File: config.mk
export PLATFORM = sky130hd
export DESIGN_NAME = indirect_register_access_port
export DESIGN_NICKNAME = d
export VERILOG_FILES = /design/src/rtl/ind_access_pkg.sv /design/src/rtl/page_decode.sv /design/src/rtl/indirect_register_access_port.sv
export SDC_FILE = /design/constraint.sdc
export NUM_CORES = 1
export LEC_CHECK = 0
export ABC_CLOCK_PERIOD_IN_PS = 2050
export BUFFER_PORTS_ARGS = -buffer_cell sky130_fd_sc_hd__buf_2
export CAP_MARGIN = 20
export CORE_MARGIN = 4
export CORE_UTILIZATION = 47
export CTS_CLUSTER_DIAMETER = 80
export DETAILED_ROUTE_END_ITERATION = 8
export HOLD_SLACK_MARGIN = 0.02
export PLACE_DENSITY = 0.8
export RECOVER_POWER = 25
export SLEW_MARGIN = 15
export SYNTH_ARGS = -nofsm -noshare
export SYNTH_HDL_FRONTEND = slang
export SYNTH_SLANG_ARGS = --single-unit
File: constraint.sdc
create_clock -name MCLK -period 2.05 [get_ports MCLK]
set_input_delay 0.205 -clock MCLK [delete_from_list [all_inputs] [get_ports MCLK]]
set_output_delay 0.205 -clock MCLK [all_outputs]
set_load 0.05 [all_outputs]
File: src/rtl/ind_access_pkg.sv
// Constants for the indirect register access window.
`default_nettype none
package ind_access_pkg;
    localparam int ADDR_W = 10;
    localparam int DATA_W = 32;
    localparam int REG_W = 8;
    localparam int WORD_BYTES = 4;
    // Each register owns one aligned bus word, so its byte address is four times its index.
    localparam int CTRL_IDX = 32'hb0;
    localparam int OFFSET_IDX = 32'hb1;
    localparam int DATA_IDX = 32'hb2;
    localparam logic [ADDR_W-1:0] CTRL_OFFS = ADDR_W'(CTRL_IDX * WORD_BYTES);
    localparam logic [ADDR_W-1:0] OFFSET_OFFS = ADDR_W'(OFFSET_IDX * WORD_BYTES);
    localparam logic [ADDR_W-1:0] DATA_OFFS = ADDR_W'(DATA_IDX * WORD_BYTES);
    localparam int SEL_MSB = 4;
    localparam int SEL_LSB = 2;
    localparam int SEL_W = 3;
    localparam int AUTO_INC_BIT = 1;
    localparam int READ_GEN_BIT = 0;
    localparam logic [REG_W-1:0] CTRL_WMASK = 8'h1f;
    localparam logic [REG_W-1:0] CTRL_RESET = 8'h00;
    localparam logic [REG_W-1:0] OFFSET_RESET = 8'h00;
    localparam logic [REG_W-1:0] OFFSET_STEP = 8'h01;
    localparam logic [SEL_W-1:0] PAGE_PATTERN = 3'h0;
    localparam logic [SEL_W-1:0] PAGE_LINK_TX = 3'h1;
    localparam int NUM_PAGES = 2;
    localparam logic [1:0] RESP_OKAY = 2'h0;
    localparam logic [1:0] RESP_SLVERR = 2'h2;
endpackage
`default_nettype wire

File: src/rtl/page_decode.sv
// Page select decoder: one-hot page enables from the control field.
`timescale 1ns/100ps
`default_nettype none
module page_decode
    import ind_access_pkg::*;
#(
    parameter int PAGES = NUM_PAGES
)
(
    // Selection
    input wire logic [SEL_W-1:0] sel,
    // Decoded enables
    output logic [PAGES-1:0] page_hit
);
    genvar g;
    generate
        for (g = 0; g < PAGES; g = g + 1)
        begin : g_hit
            assign page_hit[g] = (sel == SEL_W'(g));
        end
    endgenerate
endmodule // page_decode
`default_nettype wire

File: src/rtl/indirect_register_access_port.sv
// Indirect register access window behind an AXI4-Lite slave.
//
// Design decision made here: the AXI4-Lite slave port.
`timescale 1ns/100ps
`default_nettype none
module indirect_register_access_port
    import ind_access_pkg::*;
#(
    parameter int PAGES = NUM_PAGES
)
(
    // Clock and reset
    input wire logic MCLK,
    input wire logic SYS_RST,
    // AXI4-Lite write address and data
    input wire logic [ind_access_pkg::ADDR_W-1:0] S_AXI_AWADDR,
    input wire logic S_AXI_AWVALID,
    output logic S_AXI_AWREADY,
    input wire logic [ind_access_pkg::DATA_W-1:0] S_AXI_WDATA,
    input wire logic [3:0] S_AXI_WSTRB,
    input wire logic S_AXI_WVALID,
    output logic S_AXI_WREADY,
    // AXI4-Lite write response
    output logic [1:0] S_AXI_BRESP,
    output logic S_AXI_BVALID,
    input wire logic S_AXI_BREADY,
    // AXI4-Lite read
    input wire logic [ind_access_pkg::ADDR_W-1:0] S_AXI_ARADDR,
    input wire logic S_AXI_ARVALID,
    output logic S_AXI_ARREADY,
    output logic [ind_access_pkg::DATA_W-1:0] S_AXI_RDATA,
    output logic [1:0] S_AXI_RRESP,
    output logic S_AXI_RVALID,
    input wire logic S_AXI_RREADY,
    // Page side
    output logic [PAGES-1:0] PAGE_SEL,
    output logic [ind_access_pkg::REG_W-1:0] PAGE_OFFSET,
    output logic [ind_access_pkg::REG_W-1:0] PAGE_WDATA,
    output logic PAGE_WRITE,
    output logic PAGE_READ,
    input wire logic [ind_access_pkg::REG_W-1:0] PAGE_RDATA
);
    import ind_access_pkg::*;

    function automatic logic [1:0] reg_hit(input logic [ADDR_W-1:0] a);
        reg_hit = (a == CTRL_OFFS) ? 2'h1 : (a == OFFSET_OFFS) ? 2'h2 :
                  (a == DATA_OFFS) ? 2'h3 : 2'h0;
    endfunction

    logic aw_held_reg;
    logic [ADDR_W-1:0] aw_addr_reg;
    logic w_held_reg;
    logic [REG_W-1:0] w_data_reg;
    logic w_lane_reg;
    logic [REG_W-1:0] ctrl_reg;
    logic [REG_W-1:0] offset_reg;
    logic [REG_W-1:0] wdata_reg;
    logic awready_reg, wready_reg, bvalid_reg, arready_reg, rvalid_reg;
    logic [1:0] bresp_reg, rresp_reg;
    logic [DATA_W-1:0] rdata_reg;
    logic pwrite_reg, pread_reg;
    logic [PAGES-1:0] psel_reg;

    // A write completes once address and data are both held and no response waits.
    wire do_write = aw_held_reg && w_held_reg && !bvalid_reg;
    wire [1:0] w_hit = reg_hit(aw_addr_reg);
    wire w_ok = (w_hit != 2'h0) && w_lane_reg;
    wire wr_ctrl = do_write && w_lane_reg && (w_hit == 2'h1);
    wire wr_offset = do_write && w_lane_reg && (w_hit == 2'h2);
    wire wr_data = do_write && w_lane_reg && (w_hit == 2'h3);
    wire do_read = S_AXI_ARVALID && arready_reg;
    wire [1:0] r_hit = reg_hit(S_AXI_ARADDR);
    wire rd_data = do_read && (r_hit == 2'h3);
    wire auto_inc = ctrl_reg[AUTO_INC_BIT];
    wire read_gen = ctrl_reg[READ_GEN_BIT];
    wire [SEL_W-1:0] page_sel = ctrl_reg[SEL_MSB:SEL_LSB];
    wire data_access = wr_data || rd_data;
    // An offset write wins over a same-cycle data access, which then does not step.
    wire [REG_W-1:0] offset_next = wr_offset ? w_data_reg :
        (auto_inc && data_access) ? REG_W'(offset_reg + OFFSET_STEP) : offset_reg;
    wire pread_next = (wr_offset && read_gen) || (rd_data && read_gen && auto_inc);
    wire [PAGES-1:0] psel_next;
    wire [REG_W-1:0] rd_byte = (r_hit == 2'h1) ? (ctrl_reg & CTRL_WMASK) :
                               (r_hit == 2'h2) ? offset_reg :
                               (r_hit == 2'h3) ? PAGE_RDATA : 8'h00;

    page_decode #(.PAGES(PAGES)) u_decode (
        .sel(page_sel),
        .page_hit(psel_next)
    );

    always_ff @(posedge MCLK or posedge SYS_RST)
    begin
        if (SYS_RST)
        begin
            aw_held_reg <= 1'b0;
            aw_addr_reg <= '0;
            awready_reg <= 1'b0;
        end
        else
        begin
            awready_reg <= !aw_held_reg && !(S_AXI_AWVALID && awready_reg) && !bvalid_reg;
            if (S_AXI_AWVALID && awready_reg)
            begin
                aw_held_reg <= 1'b1;
                aw_addr_reg <= S_AXI_AWADDR;
            end
            else if (do_write)
                aw_held_reg <= 1'b0;
        end
    end

    always_ff @(posedge MCLK or posedge SYS_RST)
    begin
        if (SYS_RST)
        begin
            w_held_reg <= 1'b0;
            w_data_reg <= '0;
            w_lane_reg <= 1'b0;
            wready_reg <= 1'b0;
        end
        else
        begin
            wready_reg <= !w_held_reg && !(S_AXI_WVALID && wready_reg) && !bvalid_reg;
            if (S_AXI_WVALID && wready_reg)
            begin
                w_held_reg <= 1'b1;
                w_data_reg <= S_AXI_WDATA[REG_W-1:0];
                w_lane_reg <= S_AXI_WSTRB[0];
            end
            else if (do_write)
                w_held_reg <= 1'b0;
        end
    end

    always_ff @(posedge MCLK or posedge SYS_RST)
    begin
        if (SYS_RST)
        begin
            bvalid_reg <= 1'b0;
            bresp_reg <= RESP_OKAY;
        end
        else if (do_write)
        begin
            bvalid_reg <= 1'b1;
            bresp_reg <= w_ok ? RESP_OKAY : RESP_SLVERR;
        end
        else if (S_AXI_BREADY)
            bvalid_reg <= 1'b0;
    end

    always_ff @(posedge MCLK or posedge SYS_RST)
    begin
        if (SYS_RST)
        begin
            arready_reg <= 1'b0;
            rvalid_reg <= 1'b0;
            rdata_reg <= '0;
            rresp_reg <= RESP_OKAY;
        end
        else
        begin
            arready_reg <= !rvalid_reg && !do_read;
            if (do_read)
            begin
                rvalid_reg <= 1'b1;
                rdata_reg <= {{(DATA_W-REG_W){1'b0}}, rd_byte};
                rresp_reg <= (r_hit != 2'h0) ? RESP_OKAY : RESP_SLVERR;
            end
            else if (S_AXI_RREADY)
                rvalid_reg <= 1'b0;
        end
    end

    // Reserved control bits are never stored, so they cannot read back as one.
    always_ff @(posedge MCLK or posedge SYS_RST)
    begin
        if (SYS_RST)
        begin
            ctrl_reg <= CTRL_RESET;
            offset_reg <= OFFSET_RESET;
            wdata_reg <= '0;
            pwrite_reg <= 1'b0;
            pread_reg <= 1'b0;
            psel_reg <= '0;
        end
        else
        begin
            if (wr_ctrl)
                ctrl_reg <= w_data_reg & CTRL_WMASK;
            offset_reg <= offset_next;
            if (wr_data)
                wdata_reg <= w_data_reg;
            pwrite_reg <= wr_data;
            pread_reg <= pread_next;
            psel_reg <= psel_next;
        end
    end

    assign S_AXI_AWREADY = awready_reg;
    assign S_AXI_WREADY = wready_reg;
    assign S_AXI_BVALID = bvalid_reg;
    assign S_AXI_BRESP = bresp_reg;
    assign S_AXI_ARREADY = arready_reg;
    assign S_AXI_RVALID = rvalid_reg;
    assign S_AXI_RDATA = rdata_reg;
    assign S_AXI_RRESP = rresp_reg;
    assign PAGE_WRITE = pwrite_reg;
    assign PAGE_READ = pread_reg;
    assign PAGE_WDATA = wdata_reg;
    assign PAGE_SEL = psel_reg;
    assign PAGE_OFFSET = offset_reg;

    a_offset_step: assert property (@(posedge MCLK) disable iff (SYS_RST)
        (auto_inc && rd_data && !wr_offset) |=> offset_reg == $past(offset_reg) + OFFSET_STEP)
        else $error("offset did not step after data read");
    a_offset_hold: assert property (@(posedge MCLK) disable iff (SYS_RST)
        (!auto_inc && !wr_offset) |=> offset_reg == $past(offset_reg))
        else $error("offset moved without cause");
    a_offset_write: assert property (@(posedge MCLK) disable iff (SYS_RST)
        wr_offset |=> PAGE_OFFSET == $past(w_data_reg))
        else $error("offset write lost");
    a_strobe_offset: assert property (@(posedge MCLK) disable iff (SYS_RST)
        (wr_offset && read_gen) |=> PAGE_READ)
        else $error("no read strobe on offset write");
    a_strobe_cause: assert property (@(posedge MCLK) disable iff (SYS_RST)
        PAGE_READ |-> $past(read_gen) && ($past(wr_offset) || $past(rd_data && auto_inc)))
        else $error("read strobe without cause");
    a_page_write: assert property (@(posedge MCLK) disable iff (SYS_RST)
        wr_data |=> PAGE_WRITE && PAGE_WDATA == $past(w_data_reg))
        else $error("page write missing");
    a_ctrl_reserved: assert property (@(posedge MCLK) disable iff (SYS_RST)
        ctrl_reg[REG_W-1:SEL_MSB+1] == '0)
        else $error("reserved control bits set");
    a_page_sel: assert property (@(posedge MCLK) disable iff (SYS_RST)
        wr_ctrl && w_data_reg[SEL_MSB:SEL_LSB] == PAGE_LINK_TX ##2 1'b1 |-> PAGE_SEL[1])
        else $error("link page not selected");
    a_read_data: assert property (@(posedge MCLK) disable iff (SYS_RST)
        rd_data |=> S_AXI_RVALID && S_AXI_RDATA[REG_W-1:0] == $past(PAGE_RDATA))
        else $error("data read mismatch");
endmodule // indirect_register_access_port
`default_nettype wire

==> out/qor.txt, run 1 <==
Synth Area in Simple Gates: 0.129
Period minus WS final: 1.78 ns
Initial Util: 0.487
WP data required: 2.27 ns
Adder-cell share of the synthesized area: 0.00431
Setup-failing EPs final: 0
Root Buffer: clkbuf_8
Initial antenna violation count: 0
Avg WL per Cell: 14.6 um
Maximum clock frequency: 0.563 GHz
Synth Area in Compound Gates: 0.0914
Largest net degree at the start of global routing: 32
Die Y: 86.6 um
DRT Pass-1 Iters: 4
Chip width: 86.6 um
Max FFs per register: 10
Main combinational cell family by area after synthesis: multiplexers
Layout Utilization: 0.587
Most common cell after layout, fill and taps aside: buf_2
Synth unique cells: 40
DR vias/cell: 5.02
RSZ-0062 raised after global routing: no
I/O pin count: 132
I/O Buffers: 78
Placement Setup Slack: 0.272 ns
Placed Cells: 390
Latest clock arrival within the worst-skew pair: 0.33 ns
CP Capture Type: flop
Kind of critical path: reg2reg
GRT overflow: 0
Reg clk slew, reported paths: 0.07 ns
Arrival time of the worst setup path: 1.99 ns
Crit Path Max Fanout: 17
XOR/XNOR Fraction of Synth Area: 0.0211
Synthesized area: 0.00290 mm^2
CTS Sinks: 61
Setup TNS: 0 ns
Slew HR: 0.211
Layout cell share with drive strength beyond 1: 0.416
Count of pins over their slew limit: 0
# Max-Cap Violations: 0
Final ANT Viol Nets: 0
Register area: 0.00153 mm^2
Lkg Pwr: 1.78 nW
Final hold viol count: 0
Area Growth Syn to Fin: 20.4%
Synthesis-stage register bit count: 61
RD Place Congestion: 0.846
Vias: 2045
Min-delay worst type: in2reg
Maximum clock path buffer count: 2
Synth Warn #: 0
TritonCTS Buffers: 9
Seq/Total Area, Yosys: 0.526
H-tree levels: 3
Diodes inserted: 0
Maximum VDD drop: 0.866 mV
Total wire length: 5950 um
Mux cell area share after synthesis: 0.141
Nets: 399
Dpl hpwl: 4330 um
Worst-Margin Slew: 1.18 ns
DRC violations left: 0
Clock Skew: 0.00846 ns
Post-Layout Cell Count: 407
Period Utilization, post-route: 0.866
Mapped Cells: 241
CP Launch Type: flop
Power density cells: 1090 mW/mm^2
Most frequent cells in the layout: 78 x buf_2, 61 x dfrtp_1, 32 x mux2_2
DR iter-0 viols: 127
Core ar.: 0.00596 mm^2
Die ar.: 0.00750 mm^2
Syn Area/Cell: 12.0 um^2
Fillers: 491
# rows: 28
First-pass GRT wire length: 9650 um
Multi-input logic area: 0.00122 mm^2
CTS tree: done
Number of global-route vias before repair: 2049
Total Routing Usage GR: 0.167
Final WS setup: 0.274 ns
Setup Buffers After CTS: 0
Outcome: finished clean
routing by layer:
metal  vias to the layer above  wire length [um]  global-route usage
met3                        12               408              0.0361
met4                         0               134              0.0907
met2                        83              2820               0.259
met5                         -                 0                   0
met1                       983              2580               0.219
li1                        967                 -                   -
cells by family after synthesis:
| logic type | count (synthesis) |
|---|---|
| other | 1 |
| multiplexers | 37 |
| flip-flops | 61 |
| AND/OR/NAND/NOR | 55 |
| buffers and inverters | 37 |
| adder cells (fa/ha/maj) | 1 |
| XOR/XNOR | 7 |
| AO/OA/AOI/OAI | 42 |
synthesized netlist by cell type (all sizes together):
master  instances  area (um^2)
dfrtp          61         1530
mux2           32          360
buf            29          219
nand2          20         77.6
a21oi          15         75.1
nor2           11         41.3
o21ai           9         45.0
xnor2           7         61.3
a22o            5         43.8
inv             5         18.8
mux2i           5         50.1
a211oi          3         27.5
a22oi           3         22.5
clkbuf          3         11.3
nand3           3         15.0
nand4           3         33.8
nor2b           3         18.8
o31ai           3         22.5
a21boi          2         15.0
and3b           2         17.5
and4            2         20.0
and4bb          2         25.0
nor4b           2         47.6
a21o            1         7.51
a31oi           1         6.26
and2b           1         8.76
and3            1         6.26
conb            1         3.75
ha              1         12.5
nand2b          1         6.26
nand3b          1         20.0
nand4b          1         23.8
nor3            1         5.00
nor3b           1         7.51
where the power goes:
part | switching [mW] | leakage, nW | internal, mW
logic | 0.545 | 0.928 | 0.361
registers | 0.246 | 0.744 | 1.47
clock network | 0.483 | 0.110 | 0.685
path summary, 6_finish.rpt:
kind / startpoint / to / slack [ns] / cells past startpoint
hold / removal: S_AXI_WVALID / S_AXI_WREADY$_DFF_PP0_ / 0.06 / 2
min in group asynchronous: SYS_RST / aw_addr_reg[7]$_DFFE_PP0P_ / 0.73 / 3
setup / recovery: S_AXI_BVALID$_DFFE_PP0P_ / PAGE_OFFSET[6]$_DFFE_PP0P_ / 0.27 / 5
setup reg to reg: S_AXI_BVALID$_DFFE_PP0P_ / PAGE_OFFSET[6]$_DFFE_PP0P_ / 0.27 / 5
max in group asynchronous: SYS_RST / PAGE_OFFSET[1]$_DFFE_PP0P_ / 0.43 / 4
hold reg to reg: S_AXI_RVALID$_DFFE_PP0P_ / S_AXI_ARREADY$_DFF_PP0_ / 0.45 / 1
stage by stage:
stage	cell area (um^2)	hold slack (ns)	total power, mW
2_1_floorplan	3000	0.296	2.44
3_3_place_gp	3270	0.328	2.60
3_5_place_dp	3270	0.341	2.66
4_1_cts	3500	0.0477	3.82
5_1_grt	3490	0.0511	3.99
6_report	3490	0.0612	3.79
worst max-delay path, stage by stage (launching register included):
cell and delay (ns):
dfrtp_1 0.44, and3b_1 0.38, nand4_4 0.32, a211oi_2 0.28, xnor2_1 0.15, a21oi_1 0.08
layout make-up:
cell class / count / area share
multi-input cells: 168 / 0.349
repair buffers: 82 / 0.120
clock inverters: 6 / 0.0251
well taps: 75 / 0.0269
inverters: 5 / 0.00537
flip-flops and latches: 61 / 0.437
clock buffers: 10 / 0.0365
what timing repair did:
action	CTS	global route
gates resized for setup	0	0
hold endpoints to repair	29	0
hold buffers	1	0
(Power assumes the default switching activity.)
==> inputs of run 2 (changes only) <==
Settings changed: CTS_BUF_LIST from default to sky130_fd_sc_hd__clkbuf_16.
==> out/qor.txt, run 2 (synthesized netlist as in run 1, its figures left out) <==
Power density cells: 1170 mW/mm^2
Lkg Pwr: 1.83 nW
Final ANT Viol Nets: 0
Core ar.: 0.00596 mm^2
Area Growth Syn to Fin: 23.9%
WL met1: 2530 um
Reg clk slew, reported paths: 0.05 ns
Period Utilization, post-route: 0.867
First-pass GRT wire length: 9750 um
Slowest stage cell on the critical path: dfrtp_1
I/O pin count: 132
Max FFs per register: 10
Layout cell share with drive strength beyond 1: 0.416
Dpl hpwl: 4330 um
Cell family with the largest share of critical-path delay: simple AND/OR/NAND/NOR gates
Maximum clock frequency: 0.563 GHz
R2R cell count: 5
HP Start: S_AXI_RREADY
Arrival time of the worst setup path: 1.97 ns
Slew HR: 0.212
Fillers: 478
Multi-input logic area: 0.00122 mm^2
CTS Sinks: 61
Maximum VDD drop: 0.845 mV
DRT Pass-1 Iters: 4
WP buf/inv: 0
# rows: 28
Register area: 0.00153 mm^2
# Max-Cap Violations: 0
RSZ-0062 raised after global routing: no
Maximum clock path buffer count: 2
Total power: 4.21 mW
Number of global-route vias before repair: 2106
Clock Skew: 0.00449 ns
Worst-path cell chain: and3b_1 > nand4_4 > a211oi_2 > xnor2_1 > a21oi_1
Setup TNS: 0 ns
Hold endpoint: S_AXI_RVALID$_DFFE_PP0P_
Setup Buffers After CTS: 0
DRC violations left: 0
Worst reg2reg path endpoint: PAGE_OFFSET[6]$_DFFE_PP0P_
Final hold viol count: 0
Max layer used: met4
Crit Path Max Fanout: 17
R2R Setup Slk: 0.27 ns
Most common cell after layout, fill and taps aside: buf_2
Latest clock arrival within the worst-skew pair: 0.32 ns
Setup-failing EPs final: 0
Total Routing Usage GR: 0.169
RD Place Congestion: 0.846
CP Launch Type: flop
Most frequent cells in the layout: 78 x buf_2, 61 x dfrtp_1, 32 x mux2_2
CP Capture Type: flop
Initial Util: 0.487
DR iter-0 viols: 174
Die ar.: 0.00750 mm^2
Kind of critical path: reg2reg
Outcome: finished clean
DR vias/cell: 5.04
Initial antenna violation count: 0
H-tree levels: 3
CP peak stage delay: 0.44 ns
Root Buffer: clkbuf_16
Chip width: 86.6 um
CTS tree: done
GRT overflow: 0
Worst hold path depth: 2
Met2 WL: 2870 um
Total wire length: 5920 um
Count of pins over their slew limit: 0
Worst-Margin Slew: 1.18 ns
I/O Buffers: 78
Diodes inserted: 0
Vias: 2051
WL met3: 396 um
TritonCTS Buffers: 9
Period minus WS final: 1.78 ns
WP data required: 2.25 ns
Min-delay worst type: in2reg
Nets: 399
Largest net degree at the start of global routing: 32
Die Y: 86.6 um
Worst reg2reg path startpoint: S_AXI_BVALID$_DFFE_PP0P_
Avg WL per Cell: 14.6 um
[run 2: changes by cell type in the layout (fill, tap and decap cells not counted), sizes merged]
cell	delta
clkbuf	-1
inv	+1
[run 2: cell type report]
cell class / instances / area share
inverter: 5 / 0.00522
clock inverter: 7 / 0.0254
tap: 75 / 0.0261
multi-input combinational: 168 / 0.340
clock buffer: 9 / 0.0626
timing repair buffer: 82 / 0.117
sequential: 61 / 0.424
[run 2: what timing repair did]
item	4_1_cts	5_1_grt
hold buffers	1	0
resized for setup	0	0
hold endpoints to repair	29	0
[run 2: worst register-to-register path: stages (launching register included)]
cell and delay [ns]:
dfrtp_1 0.44, and3b_1 0.38, nand4_4 0.32, a211oi_2 0.29
xnor2_1 0.15, a21oi_1 0.08
[run 2: worst max path at each step]
stage | from | endpoint | slack (ns) | cells after the start
global placement | S_AXI_BVALID$_DFFE_PP0P_ | PAGE_OFFSET[6]$_DFFE_PP0P_ | 0.31 | 5
CTS | S_AXI_BVALID$_DFFE_PP0P_ | PAGE_OFFSET[6]$_DFFE_PP0P_ | 0.27 | 5
global route | S_AXI_BVALID$_DFFE_PP0P_ | PAGE_OFFSET[2]$_DFFE_PP0P_ | 0.12 | 5
detailed placement | S_AXI_BVALID$_DFFE_PP0P_ | PAGE_OFFSET[6]$_DFFE_PP0P_ | 0.27 | 5
floorplan | S_AXI_BVALID$_DFFE_PP0P_ | PAGE_WDATA[0]$_DFFE_PP0P_ | 0.30 | 4
finish | S_AXI_BVALID$_DFFE_PP0P_ | PAGE_OFFSET[6]$_DFFE_PP0P_ | 0.27 | 5
[run 2: per-layer routing]
metal	GRT usage	vias up
li1	-	972
met1	0.215	984
met2	0.268	84
met3	0.0333	11
met4	0.103	0
met5	0	-
[run 2: per-stage QoR]
step	utilization	worst slack [ns]	std cells	area, um^2	hold WS [ns]
2_1_floorplan	-	0.296	266	3000	0.296
3_3_place_gp	0.550	0.308	390	3270	0.328
3_5_place_dp	0.550	0.272	390	3270	0.341
4_1_cts	0.604	0.268	407	3600	0.0663
5_1_grt	0.604	0.123	407	3600	0.0758
6_report	0.604	0.274	407	3600	0.0761
[run 2: report_power, final]
group	switching (mW)	internal [mW]	leakage (nW)
Sequential	0.246	1.48	0.744
Clock	0.522	1.06	0.161
Combinational	0.545	0.361	0.928
Total	1.31	2.89	1.83
==> inputs of run 3 (changes only) <==
Settings changed: RECOVER_POWER 25 to default.
==> out/qor.txt, run 3 (synthesized netlist as in run 1, its figures left out) <==
Maximum clock frequency: 0.563 GHz
Count of pins over their slew limit: 0
First-pass GRT wire length: 9750 um
Fillers: 476
Total Routing Usage GR: 0.169
Max FFs per register: 10
Logic pwr share: 0.216
Slew HR: 0.564
Maximum clock path buffer count: 2
Die Y: 86.6 um
# rows: 28
Dpl hpwl: 4330 um
Latest clock arrival within the worst-skew pair: 0.32 ns
DRC violations left: 0
Clock power share: 0.375
DR vias/cell: 5.04
Initial Util: 0.487
Vias: 2051
DRT Pass-1 Iters: 4
WP data required: 2.25 ns
Switching Fraction: 0.312
Share of power burned in registers: 0.409
Avg WL per Cell: 14.6 um
Chip width: 86.6 um
Most frequent cells in the layout: 78 x buf_2, 61 x dfrtp_1, 32 x mux2_2
Total wire length: 5930 um
Placed Cells: 390
CTS Sinks: 61
Internal power: 2.90 mW
Reg clk slew, reported paths: 0.05 ns
Setup TNS: 0 ns
CP Launch Type: flop
Kind of critical path: reg2reg
Net switching power: 1.31 mW
GRT overflow: 0
Maximum VDD drop: 0.845 mV
Number of global-route vias before repair: 2106
Setup-failing EPs final: 0
I/O Buffers: 78
Largest net degree at the start of global routing: 32
Layout Utilization: 0.604
Post-Layout Cell Count: 407
Die ar.: 0.00750 mm^2
Layout cell share with drive strength beyond 1: 0.422
Area Growth Syn to Fin: 24.0%
Power density cells: 1170 mW/mm^2
Outcome: finished clean
Post-CTS Resized: 0
Crit Path Max Fanout: 17
Diodes inserted: 0
Register area: 0.00153 mm^2
Final ANT Viol Nets: 0
Setup Buffers After CTS: 0
Period Utilization, post-route: 0.867
Worst hold slack: 0.0765 ns
# Max-Cap Violations: 0
Most common cell after layout, fill and taps aside: buf_2
Nets: 399
CTS tree: done
H-tree levels: 3
Min-delay worst type: in2reg
Worst-Margin Slew: 0.654 ns
Clock Skew: 0.00449 ns
Final hold viol count: 0
TritonCTS Buffers: 9
Hold Buf Count CTS: 1
Multi-input logic area: 0.00122 mm^2
Root Buffer: clkbuf_16
Final instance area: 0.00360 mm^2
Lkg Pwr: 1.83 nW
I/O pin count: 132
Period minus WS final: 1.78 ns
Core ar.: 0.00596 mm^2
Arrival time of the worst setup path: 1.97 ns
Initial antenna violation count: 0
CP Capture Type: flop
RSZ-0062 raised after global routing: no
DR iter-0 viols: 171
Placed inst area: 0.00327 mm^2
RD Place Congestion: 0.846
[run 3: cell types whose count changed in the layout (fill, tap and decap cells not counted), sizes merged]
| cell | delta |
|---|---|
| buf | +1 |
| clkbuf | -1 |
[run 3: power groups by stage]
stage	Clock, mW	Combinational [mW]	Sequential (mW)
2_1_floorplan	0	0.593	1.85
3_3_place_gp	0	0.891	1.71
3_5_place_dp	0	0.915	1.74
4_1_cts	1.61	0.919	1.72
5_1_grt	1.68	0.986	1.76
6_report	1.58	0.909	1.72
[run 3: metal layers]
metal | vias up | share of wire | track usage
li1 | 973 | - | -
met3 | 11 | 0.067 | 0.0333
met5 | - | 0 | 0
met4 | 0 | 0.023 | 0.103
met2 | 84 | 0.48 | 0.268
met1 | 983 | 0.43 | 0.215
[run 3: per-stage QoR]
stage / total power, mW / setup slack, ns
2_1_floorplan: 2.44 / 0.296
3_3_place_gp: 2.60 / 0.308
3_5_place_dp: 2.66 / 0.272
4_1_cts: 4.25 / 0.268
5_1_grt: 4.42 / 0.123
6_report: 4.21 / 0.274
[run 3: path summary, 6_finish.rpt]
kind / startpoint / end / slack, ns / depth (start not counted)
setup / recovery: S_AXI_BVALID$_DFFE_PP0P_ / PAGE_OFFSET[6]$_DFFE_PP0P_ / 0.27 / 5
hold / removal: S_AXI_RREADY / S_AXI_RVALID$_DFFE_PP0P_ / 0.08 / 2
setup reg to reg: S_AXI_BVALID$_DFFE_PP0P_ / PAGE_OFFSET[6]$_DFFE_PP0P_ / 0.27 / 5
hold reg to reg: S_AXI_RVALID$_DFFE_PP0P_ / S_AXI_ARREADY$_DFF_PP0_ / 0.44 / 1
max in group asynchronous: SYS_RST / PAGE_OFFSET[1]$_DFFE_PP0P_ / 0.82 / 4
min in group asynchronous: SYS_RST / aw_addr_reg[5]$_DFFE_PP0P_ / 0.53 / 3
[run 3: cell type report]
cell class / instances / area share
Clock inverter: 7 / 0.0254
Clock buffer: 9 / 0.0626
Inverter: 5 / 0.00521
Sequential cell: 61 / 0.424
Multi-Input combinational cell: 168 / 0.339
Timing Repair Buffer: 82 / 0.117
Tap cell: 75 / 0.0261
[run 3: critical path, stage by stage (launching register included)]
cell	delay (ns)
dfrtp_1	0.44
and3b_1	0.38
nand4_4	0.32
a211oi_2	0.29
xnor2_1	0.15
a21oi_1	0.08
